### config.mk
export PLATFORM = sky130hd
export DESIGN_NAME = bdm_core
export DESIGN_NICKNAME = d
export VERILOG_FILES = /design/src/hw/bdm_pkg.sv /design/src/hw/bdm_shift.sv /design/src/hw/bdm_track.sv /design/src/hw/bdm_core.sv
export SDC_FILE = /design/constraint.sdc
export NUM_CORES = 1
export LEC_CHECK = 0
export BUFFER_PORTS_ARGS = -buffer_cell sky130_fd_sc_hd__buf_4
export CORE_MARGIN = 3
export CORE_UTILIZATION = 40
export CTS_BUF_LIST = sky130_fd_sc_hd__clkbuf_2 sky130_fd_sc_hd__clkbuf_4 sky130_fd_sc_hd__clkbuf_8
export DETAILED_ROUTE_END_ITERATION = 12
export SYNTH_ARGS = -nofsm -noshare
export SYNTH_HDL_FRONTEND = slang
export SYNTH_HIERARCHICAL = 1
export SYNTH_SLANG_ARGS = --single-unit
### constraint.sdc
create_clock -name CLK_SYS -period 3.4 [get_ports CLK_SYS]
set_input_delay 0.68 -clock CLK_SYS [delete_from_list [all_inputs] [get_ports CLK_SYS]]
set_output_delay 0.68 -clock CLK_SYS [all_outputs]
set_load 0.01 [all_outputs]
### src/hw/bdm_pkg.sv
// Debug support constants
package bdm_pkg;
   // Word width and field positions
   localparam int WORD_W = 16;
   localparam int OP_LSB = 12;
   localparam int OP_W = 4;
   localparam int SIZE_LSB = 10;
   localparam int SEL_LSB = 0;
   localparam int SEL_W = 4;

   // Command opcodes
   localparam logic [3:0] OP_NULL = 4'h0;
   localparam logic [3:0] OP_RD_DATA = 4'h1;
   localparam logic [3:0] OP_RD_ADDR = 4'h2;
   localparam logic [3:0] OP_WR_DATA = 4'h3;
   localparam logic [3:0] OP_WR_ADDR = 4'h4;
   localparam logic [3:0] OP_RD_SYS = 4'h5;
   localparam logic [3:0] OP_WR_SYS = 4'h6;
   localparam logic [3:0] OP_MEM_RD = 4'h7;
   localparam logic [3:0] OP_MEM_WR = 4'h8;
   localparam logic [3:0] OP_DUMP = 4'h9;
   localparam logic [3:0] OP_FILL = 4'hA;
   localparam logic [3:0] OP_RESUME = 4'hB;
   localparam logic [3:0] OP_PATCH = 4'hC;
   localparam logic [3:0] OP_PERIPH_RST = 4'hD;

   // Operand size codes
   localparam logic [1:0] SZ_BYTE = 2'h0;
   localparam logic [1:0] SZ_WORD = 2'h1;
   localparam logic [1:0] SZ_LONG = 2'h2;

   // Breakpoint exception vector number
   localparam logic [7:0] BKPT_VECTOR = 8'h0C;

   // Peripheral reset length
   localparam int PERIPH_RST_CYC = 512;

   // Reset values
   localparam logic [15:0] OUT_WORD_RST = 16'h0000;
   localparam logic [31:0] ADDR_RST = 32'h0000_0000;

   // Command interpreter states
   typedef enum logic [2:0] {
      ST_IDLE,
      ST_ADDR_HI,
      ST_ADDR_LO,
      ST_DATA_HI,
      ST_DATA_LO,
      ST_BUSY
   } bdm_state_t;
endpackage

### src/hw/bdm_shift.sv
`timescale 1ns/1ps
// Serial in/out shifter
module bdm_shift #(
   parameter int WORD_W = 16
) (
   // Clock and reset
   input wire logic clk,
   input wire logic rst_n,
   // Serial side
   input wire logic shift_stb,
   input wire logic ser_in,
   output logic ser_out,
   // Word side
   input wire logic load_en,
   input wire logic [WORD_W-1:0] load_word,
   output logic word_valid,
   output logic [WORD_W-1:0] rx_word
);
   localparam int CW = $clog2(WORD_W);

   logic [WORD_W-1:0] in_q;
   logic [WORD_W-1:0] out_q;
   logic [CW-1:0] cnt_q;

   // Width check
   initial begin
      if (WORD_W < 2) $error("bdm_shift: WORD_W must be at least 2");
   end

   // Input shifter and bit counter
   always_ff @(posedge clk or negedge rst_n) begin
      if (!rst_n) begin
         in_q <= '0;
         cnt_q <= '0;
         word_valid <= 1'b0;
         rx_word <= '0;
      end else begin
         word_valid <= 1'b0;
         if (shift_stb) begin
            in_q <= {in_q[WORD_W-2:0], ser_in};
            if (cnt_q == CW'(WORD_W - 1)) begin
               cnt_q <= '0;
               word_valid <= 1'b1;
               rx_word <= {in_q[WORD_W-2:0], ser_in};
            end else begin
               cnt_q <= cnt_q + 1'b1;
            end
         end
      end
   end

   // Output shifter, a load overrides a shift
   always_ff @(posedge clk or negedge rst_n) begin
      if (!rst_n) begin
         out_q <= '0;
      end else if (load_en) begin
         out_q <= load_word;
      end else if (shift_stb) begin
         out_q <= {out_q[WORD_W-2:0], 1'b0};
      end
   end

   assign ser_out = out_q[WORD_W-1];
endmodule

### src/hw/bdm_track.sv
`timescale 1ns/1ps
// Pipeline tracking outputs for a bus analyzer
module bdm_track (
   // Clock and reset
   input wire logic clk,
   input wire logic rst_n,
   // Pipeline events from the core
   input wire logic instr_start,
   input wire logic mid_advance,
   input wire logic load_cycle,
   input wire logic flush,
   // Tracking outputs
   output logic pipe_advance_flag,
   output logic pipe_load_marker
);
   // Registered tracking flags
   always_ff @(posedge clk or negedge rst_n) begin
      if (!rst_n) begin
         pipe_advance_flag <= 1'b0;
         pipe_load_marker <= 1'b0;
      end else begin
         // advance on start or mid-advance
         pipe_advance_flag <= instr_start | mid_advance;
         // marks pipe load cycles
         // flushes also marked
         pipe_load_marker <= load_cycle | flush;
      end
   end
endmodule

### src/hw/bdm_core.sv
`timescale 1ns/1ps
// Functional notes
// Advance flag pulses on instruction start and mid-advance.
// Load marker flags bus cycles loading the pipe.
// Load marker also flags pipeline flushes.
// Breakpoints from pin or internal hardware on any access.
// Hidden accesses raise no pin breakpoint without show cycles.
// Flushed prefetch hits dropped; operand hits always taken. The code ignores all hits while in background mode.
// Taken breakpoint gives vector 12 or background mode.
// Register read commands return the value serially.
// Register write commands load the operand.
// System register read returns the chosen register.
// System register write stores the operand.
// Memory read uses source space code.
// Memory write uses destination space code.
// Host opens a dump with a memory read.
// Host opens a fill with a memory write.
// Resume refills the pipe, continues at current PC.
// Patch stacks PC, then runs patch code.
// Peripheral reset drives reset pin 512 cycles.
// Null command changes nothing.
// Decode assembled word; wait for further words.
// Results shift out with the next word.
// Dump and fill step address before access.
// Commands act only in background mode.
module bdm_core (
   // Clock and reset
   input wire logic CLK_SYS,
   input wire logic RESET_N,
   // Pipeline events from the core
   input wire logic INSTR_START,
   input wire logic MID_ADVANCE,
   input wire logic PIPE_LOAD_CYCLE,
   input wire logic PIPE_FLUSH,
   // Pipeline tracking outputs
   output logic PIPE_ADVANCE_FLAG,
   output logic PIPE_LOAD_MARKER,
   // Breakpoint sources
   input wire logic ACCESS_VALID,
   input wire logic ACCESS_PREFETCH,
   input wire logic ACCESS_INTERNAL,
   input wire logic SHOW_CYCLES,
   input wire logic BKPT_EXT,
   input wire logic BKPT_INT,
   input wire logic PREFETCH_EXEC,
   input wire logic BKPT_TO_BG,
   // Breakpoint results
   output logic EXC_REQ,
   output logic [7:0] EXC_VECTOR,
   output logic BG_MODE,
   // Serial debug port
   input wire logic DS_SHIFT,
   input wire logic DS_IN,
   output logic DS_OUT,
   // Core access
   output logic REQ_VALID,
   output logic [3:0] REQ_OP,
   output logic [1:0] REQ_SIZE,
   output logic [3:0] REQ_SEL,
   output logic [31:0] REQ_ADDR,
   output logic [31:0] REQ_WDATA,
   output logic [2:0] REQ_SPACE,
   input wire logic REQ_DONE,
   input wire logic [31:0] REQ_RDATA,
   // Space code registers of the core
   input wire logic [2:0] SRC_SPACE,
   input wire logic [2:0] DST_SPACE,
   // Peripheral reset pin, open drain
   output logic EXT_RESET_O,
   output logic EXT_RESET_OE
);
   localparam int W = bdm_pkg::WORD_W;
   localparam int RC_W = $clog2(bdm_pkg::PERIPH_RST_CYC + 1);

   bdm_pkg::bdm_state_t state_q;
   logic [3:0] op_q, sel_q, cmd_op;
   logic [1:0] size_q, cmd_size;
   logic [31:0] addr_q, wdata_q;
   logic [2:0] space_q;
   logic [W-1:0] res_lo_q, rx_word, load_word;
   logic [RC_W-1:0] rst_cnt_q;
   logic res_lo_pend_q, pf_pend_q, bkpt_ack, op_ack, ext_seen;
   logic word_valid, load_en, resume_done, leave_bg;

   // Item size in bytes
   function automatic logic [31:0] size_step(input logic [1:0] sz);
      unique case (sz)
         bdm_pkg::SZ_BYTE: size_step = 32'h0000_0001;
         bdm_pkg::SZ_WORD: size_step = 32'h0000_0002;
         default: size_step = 32'h0000_0004;
      endcase
   endfunction

   // Long operands need two serial words
   function automatic logic is_long(input logic [1:0] sz);
      is_long = (sz != bdm_pkg::SZ_BYTE) && (sz != bdm_pkg::SZ_WORD);
   endfunction

   // Ops returning a value to the host
   function automatic logic has_result(input logic [3:0] op);
      has_result = (op == bdm_pkg::OP_RD_DATA) || (op == bdm_pkg::OP_RD_ADDR) ||
                   (op == bdm_pkg::OP_RD_SYS) || (op == bdm_pkg::OP_MEM_RD) ||
                   (op == bdm_pkg::OP_DUMP);
   endfunction

   // Elaboration checks
   initial begin
      if (W != 16) $error("bdm_core: serial word must be 16 bits");
   end

   // Pipeline tracking, resume also flushes
   bdm_track u_track (
      .clk(CLK_SYS),
      .rst_n(RESET_N),
      .instr_start(INSTR_START),
      .mid_advance(MID_ADVANCE),
      .load_cycle(PIPE_LOAD_CYCLE),
      .flush(PIPE_FLUSH | resume_done),
      .pipe_advance_flag(PIPE_ADVANCE_FLAG),
      .pipe_load_marker(PIPE_LOAD_MARKER)
   );

   // Serial shifter
   bdm_shift #(
      .WORD_W(W)
   ) u_shift (
      .clk(CLK_SYS),
      .rst_n(RESET_N),
      .shift_stb(DS_SHIFT),
      .ser_in(DS_IN),
      .ser_out(DS_OUT),
      .load_en(load_en),
      .load_word(load_word),
      .word_valid(word_valid),
      .rx_word(rx_word)
   );

   // Command fields of an assembled word
   assign cmd_op = rx_word[bdm_pkg::OP_LSB +: bdm_pkg::OP_W];
   assign cmd_size = rx_word[bdm_pkg::SIZE_LSB +: 2];

   // external hits need visible accesses
   assign ext_seen = BKPT_EXT & (~ACCESS_INTERNAL | SHOW_CYCLES);

   // operand hits acknowledged at once
   assign op_ack = ACCESS_VALID & ~ACCESS_PREFETCH & (ext_seen | BKPT_INT);

   // prefetch hits wait for execution
   assign bkpt_ack = ~BG_MODE & (op_ack | (pf_pend_q & PREFETCH_EXEC & ~PIPE_FLUSH));

   // Prefetch breakpoint tag, dropped on flush
   always_ff @(posedge CLK_SYS or negedge RESET_N) begin
      if (!RESET_N) begin
         pf_pend_q <= 1'b0;
      end else begin
         // any access may raise a request
         if (ACCESS_VALID && ACCESS_PREFETCH && (ext_seen || BKPT_INT)) begin
            pf_pend_q <= 1'b1;
         end else if (PIPE_FLUSH || PREFETCH_EXEC || BG_MODE) begin
            // flushed prefetch tag ignored
            pf_pend_q <= 1'b0;
         end
      end
   end

   // Exception request output
   always_ff @(posedge CLK_SYS or negedge RESET_N) begin
      if (!RESET_N) begin
         EXC_REQ <= 1'b0;
         EXC_VECTOR <= 8'h00;
      end else begin
         // vector 12 unless background
         EXC_REQ <= bkpt_ack & ~BKPT_TO_BG;
         EXC_VECTOR <= bdm_pkg::BKPT_VECTOR;
      end
   end

   // completion leaves background
   assign resume_done = (state_q == bdm_pkg::ST_BUSY) && REQ_DONE &&
                        (op_q == bdm_pkg::OP_RESUME);
   assign leave_bg = (state_q == bdm_pkg::ST_BUSY) && REQ_DONE &&
                     ((op_q == bdm_pkg::OP_RESUME) || (op_q == bdm_pkg::OP_PATCH));

   // Background mode flag
   always_ff @(posedge CLK_SYS or negedge RESET_N) begin
      if (!RESET_N) begin
         BG_MODE <= 1'b0;
      end else if (bkpt_ack && BKPT_TO_BG) begin
         // enter background instead
         BG_MODE <= 1'b1;
      end else if (leave_bg) begin
         BG_MODE <= 1'b0;
      end
   end

   // Command interpreter
   always_ff @(posedge CLK_SYS or negedge RESET_N) begin
      if (!RESET_N) begin
         state_q <= bdm_pkg::ST_IDLE;
         op_q <= bdm_pkg::OP_NULL;
         size_q <= bdm_pkg::SZ_BYTE;
         sel_q <= 4'h0;
         addr_q <= bdm_pkg::ADDR_RST;
         wdata_q <= 32'h0000_0000;
         space_q <= 3'h0;
      end else begin
         unique case (state_q)
            bdm_pkg::ST_IDLE: begin
               // ignored outside background
               if (word_valid && BG_MODE) begin
                  // decode assembled command
                  op_q <= cmd_op;
                  size_q <= cmd_size;
                  sel_q <= rx_word[bdm_pkg::SEL_LSB +: bdm_pkg::SEL_W];
                  unique case (cmd_op)
                     // read register, resume and patch
                     bdm_pkg::OP_RD_DATA, bdm_pkg::OP_RD_ADDR,
                     bdm_pkg::OP_RD_SYS, bdm_pkg::OP_RESUME,
                     bdm_pkg::OP_PATCH: begin
                        state_q <= bdm_pkg::ST_BUSY;
                     end
                     // register write operands
                     bdm_pkg::OP_WR_DATA, bdm_pkg::OP_WR_ADDR,
                     bdm_pkg::OP_WR_SYS: begin
                        size_q <= bdm_pkg::SZ_LONG;
                        state_q <= bdm_pkg::ST_DATA_HI;
                     end
                     // read space code
                     bdm_pkg::OP_MEM_RD: begin
                        space_q <= SRC_SPACE;
                        state_q <= bdm_pkg::ST_ADDR_HI;
                     end
                     // write space code
                     bdm_pkg::OP_MEM_WR: begin
                        space_q <= DST_SPACE;
                        state_q <= bdm_pkg::ST_ADDR_HI;
                     end
                     // dump advances address
                     bdm_pkg::OP_DUMP: begin
                        addr_q <= addr_q + size_step(cmd_size);
                        space_q <= SRC_SPACE;
                        state_q <= bdm_pkg::ST_BUSY;
                     end
                     // fill advances address
                     bdm_pkg::OP_FILL: begin
                        addr_q <= addr_q + size_step(cmd_size);
                        space_q <= DST_SPACE;
                        state_q <= is_long(cmd_size) ? bdm_pkg::ST_DATA_HI
                                                     : bdm_pkg::ST_DATA_LO;
                     end
                     // null and reset stay idle
                     default: begin
                        state_q <= bdm_pkg::ST_IDLE;
                     end
                  endcase
               end
            end
            bdm_pkg::ST_ADDR_HI: begin
               // wait for address words
               if (word_valid) begin
                  addr_q[31:16] <= rx_word;
                  state_q <= bdm_pkg::ST_ADDR_LO;
               end
            end
            bdm_pkg::ST_ADDR_LO: begin
               if (word_valid) begin
                  addr_q[15:0] <= rx_word;
                  if (op_q == bdm_pkg::OP_MEM_WR) begin
                     state_q <= is_long(size_q) ? bdm_pkg::ST_DATA_HI
                                                : bdm_pkg::ST_DATA_LO;
                  end else begin
                     state_q <= bdm_pkg::ST_BUSY;
                  end
               end
            end
            bdm_pkg::ST_DATA_HI: begin
               // wait for operand words
               if (word_valid) begin
                  wdata_q[31:16] <= rx_word;
                  state_q <= bdm_pkg::ST_DATA_LO;
               end
            end
            bdm_pkg::ST_DATA_LO: begin
               if (word_valid) begin
                  wdata_q[15:0] <= rx_word;
                  if (!is_long(size_q)) begin
                     wdata_q[31:16] <= 16'h0000;
                  end
                  state_q <= bdm_pkg::ST_BUSY;
               end
            end
            bdm_pkg::ST_BUSY: begin
               if (REQ_DONE) begin
                  state_q <= bdm_pkg::ST_IDLE;
               end
            end
            default: begin
               state_q <= bdm_pkg::ST_IDLE;
            end
         endcase
      end
   end

   // Core request
   assign REQ_VALID = (state_q == bdm_pkg::ST_BUSY);
   assign REQ_OP = op_q;
   assign REQ_SIZE = size_q;
   assign REQ_SEL = sel_q;
   assign REQ_ADDR = addr_q;
   assign REQ_WDATA = wdata_q;
   assign REQ_SPACE = space_q;

   // result into output shifter
   always_comb begin
      load_en = 1'b0;
      load_word = bdm_pkg::OUT_WORD_RST;
      if (REQ_VALID && REQ_DONE && has_result(op_q)) begin
         load_en = 1'b1;
         load_word = is_long(size_q) || (op_q != bdm_pkg::OP_MEM_RD &&
                     op_q != bdm_pkg::OP_DUMP) ? REQ_RDATA[31:16] : REQ_RDATA[15:0];
      end else if (word_valid && res_lo_pend_q) begin
         load_en = 1'b1;
         load_word = res_lo_q;
      end
   end

   // Low half of a long result
   always_ff @(posedge CLK_SYS or negedge RESET_N) begin
      if (!RESET_N) begin
         res_lo_q <= bdm_pkg::OUT_WORD_RST;
         res_lo_pend_q <= 1'b0;
      end else if (REQ_VALID && REQ_DONE && has_result(op_q)) begin
         // system and general results
         res_lo_q <= REQ_RDATA[15:0];
         res_lo_pend_q <= is_long(size_q) || (op_q != bdm_pkg::OP_MEM_RD &&
                          op_q != bdm_pkg::OP_DUMP);
      end else if (word_valid) begin
         res_lo_pend_q <= 1'b0;
      end
   end

   // Peripheral reset pulse counter
   always_ff @(posedge CLK_SYS or negedge RESET_N) begin
      if (!RESET_N) begin
         rst_cnt_q <= '0;
      end else if (rst_cnt_q != '0) begin
         rst_cnt_q <= rst_cnt_q - 1'b1;
      end else if (state_q == bdm_pkg::ST_IDLE && word_valid && BG_MODE &&
                   cmd_op == bdm_pkg::OP_PERIPH_RST) begin
         // drive reset 512 cycles
         rst_cnt_q <= RC_W'(bdm_pkg::PERIPH_RST_CYC);
      end
   end

   // Reset pin driven low while counting
   always_ff @(posedge CLK_SYS or negedge RESET_N) begin
      if (!RESET_N) begin
         EXT_RESET_OE <= 1'b0;
      end else begin
         // core itself not reset
         EXT_RESET_OE <= (rst_cnt_q > RC_W'(1)) ||
                         (rst_cnt_q == '0 && state_q == bdm_pkg::ST_IDLE &&
                          word_valid && BG_MODE && cmd_op == bdm_pkg::OP_PERIPH_RST);
      end
   end

   // Open drain, only ever pulls low
   assign EXT_RESET_O = 1'b0;
endmodule

==> metrics <==
# rows=between 50 and 60; area grow syn2layout=18.55%; Num CTS Buffers=17; Nets=996; synthesized instance count=~800; setup tns final=0 ns; antenna cell count=0; die width=between 150 and 200 um; WL/cell=17.26 um; # IOs=about 150; Final Setup Violations=0; design area=10040 sq um; Pre-Repair DR Iteration Count=5; crit path kind=flop to flop; vias in the first global route=between 6k and 7k; fin crit share=0.7784; RSZ-0062 raised after global routing=no; Final Hold Viols=0; Crit Path Max Fanout=10; root cell of the clock tree=clkbuf_8; CP startpoint kind=flop; Final min period=about 2.6 ns; port bufs=between 100 and 150; Post-synth ARST share=1.000; Floorplan Core Area=20490 sq um; Slew @ Worst Pin=0.9161 ns; DRT Wirelength=21010 um; PostCTS Resize Cnt=0; Placer Congestion=roughly 0.85; initial antenna violation count=0; setup skew after layout=approximately 0.010 ns; slew margin rel.=0.3852; Synthesis Warnings=6; first-pass GRT wire length=between 30000 and 40000 um; register area share after synthesis=0.4906; die area=between 20000 and 25000 sq um; Residual DRC=0; max-slew violation count=0; Antenna Nets Post-Route=0; Required @ worst endpoint=between 3 and 4 ns; max cap viols=0; outcome=finished, final reports clean; DP Area=a little under 10000 sq um; die height=about 150 um; Post-synth EDFFs=0; initial core utilization=0.4131; GRT Resource Usage Total=0.1841; leak pwr=4.494 nW; global route total overflow=0; Hold WS=0.1248 ns; Mapped Avg Cell Area=10.34 sq um; H-tree depth=4; CP arrival=slightly above 3 ns; setup repair bufs after CTS=0; clk slew on worst S/H paths=0.09 ns; via count of the routed design=between 6k and 7k; maximum VDD drop=between 0.2 and 0.3 mV; Filler cells=roughly 1.9k; pwr/cell area=approximately 550 nW/um^2; Clock Path Buffers=2; FF-to-FF setup slack=0.75 ns; Via density=between 5 and 6; largest net degree at the start of global routing=87; worst-skew pair later-pin latency=between 0.4 and 0.5 ns; share of cells above drive strength 1=0.2872; #FFs+latches synth=166; area of the mapped netlist=around 8500 sq um; Distinct cells, synth=between 70 and 80; clk sinks=around 170; Fmax achieved=0.3779 GHz; CTS tree=built; initial DRC count=between 400 and 500; Post-DP HPWL=approximately 14000 um; critical path endpoint category=flop; Hold Crit Class=primary input to async pin; Main synth FF type=dfrtp_1; Hold-fix buffers, CTS=0
==> cells by family after synthesis <==
logic type,synth area share
compound gates,0.1484
other cells,0.0008870
simple gates,0.1528
mux,0.1423
buf+inv,0.04729
fa+ha+maj,0.01360
xor+xnor,0.004138
flops,0.4906
==> registers in the layout, indices dropped and copies added (netlist names), 2 cells and up <==
signal,flops
REQ_ADDR,32
REQ_WDATA,32
res_lo_q,16
u_shift/out_q,16
u_shift/rx_word,16
u_shift/in_q,15
rst_cnt_q,10
REQ_OP,4
REQ_SEL,4
u_shift/cnt_q,4
REQ_SPACE,3
state_q,3
REQ_SIZE,2
==> through the flow <==
step	std cells	power [W]	setup WS (ns)	utilization
2_1_floorplan	825	0.003552	0.8034	-
6_report	1217	0.005472	0.7534	0.4897
3_5_place_dp	1185	0.004103	0.8090	0.4707
4_1_cts	1217	0.005525	0.7856	0.4897
5_1_grt	1217	0.005809	0.5465	0.4897
3_3_place_gp	1185	0.004076	0.8775	0.4707
==> layout by cell type (no fill, tap or decap), drive strengths merged, types with 6 or more instances in the layout <==
cell type and count:
nand3 42, mux2 72, nor2 30, nor3 7
o21a 6, mux2i 36, nand4 16, clkbuf 18
nand2b 9, nor2b 6, conb 8, a21oi 48
o22ai 18, o21ai 78, inv 25, ha 6
nand2 97, dfrtp 166, buf 149, a2bb2oi 13
==> power by group <==
part	internal, W	total (W)	switching [W]
combinational	0.000629	0.00122	0.000591
sequential	0.00228	0.00284	0.000560
clock	0.000618	0.00141	0.000790
total	0.00353	0.00547	0.00194
==> final timing paths <==
| check | from | to | depth (start not counted) |
|---|---|---|---|
| max | u_shift/rx_word[11]$_DFFE_PN0P_ | REQ_ADDR[20]$_DFFE_PN0P_ | 8 |
| min | RESET_N | REQ_WDATA[9]$_DFFE_PN0P_ | 1 |
| max reg2reg | u_shift/rx_word[11]$_DFFE_PN0P_ | REQ_ADDR[20]$_DFFE_PN0P_ | 8 |
| min reg2reg | REQ_WDATA[29]$_DFFE_PN0P_ | REQ_WDATA[29]$_DFFE_PN0P_ | 2 |
| max in group asynchronous | RESET_N | REQ_ADDR[17]$_DFFE_PN0P_ | 2 |
| min in group CLK_SYS | BKPT_TO_BG | EXC_REQ$_DFF_PN0_ | 2 |
==> cell type report <==
| class | count | area (sq um) | share of cell area |
|---|---|---|---|
| repair buffers | 149 | 1135 | 0.1131 |
| flip-flops and latches | 166 | 4154 | 0.4139 |
| well taps | 270 | 337.8 | 0.03366 |
| clock buffers | 18 | 247.7 | 0.02468 |
| clock inverters | 14 | 142.6 | 0.01421 |
| inverters | 20 | 75.07 | 0.007479 |
| multi-input cells | 580 | 3945 | 0.3930 |
==> cells in the mapped netlist (all sizes together), types with 4 or more instances <==
master   number  area share
and2          5      0.0038
nand3b        4      0.0035
mux2         72        0.10
nor4          4      0.0065
nand2        97       0.044
dfrtp       166        0.49
mux2i        36       0.043
nand2b        9      0.0066
nor2b         6      0.0044
ha            6      0.0089
o22a          5      0.0053
a311oi        4      0.0041
nand4        16       0.015
a2bb2oi      13       0.013
and3          5      0.0037
and4          4      0.0043
o31ai         5      0.0044
clkbuf       22       0.010
nor3          7      0.0041
o22ai        18       0.013
o21ai        78       0.046
buf          37       0.028
nor2         30       0.014
nand3        42       0.025
a21oi        48       0.028
o21a          6      0.0053
inv          20      0.0089
==> routing by layer <==
layer / wire [um] / vias up / global-route usage
li1: - / 3178 / -
met1: 9631 / 3147 / 0.2598
met2: 10130 / 158 / 0.2912
met3: 924 / 24 / 0.03123
met4: 327 / 0 / 0.05750
met5: 0 / - / 0
==> worst max-delay path, stage by stage (launching register included) <==
cell and delay, ns:
dfrtp_1 0.50, nor2_1 0.08, ha_1 0.22, fa_1 0.41, maj3_1 0.48, and3_1 0.34
nand3_1 0.22, o22ai_1 0.13, a2bb2oi_1 0.18
(Power assumes the default switching activity.)
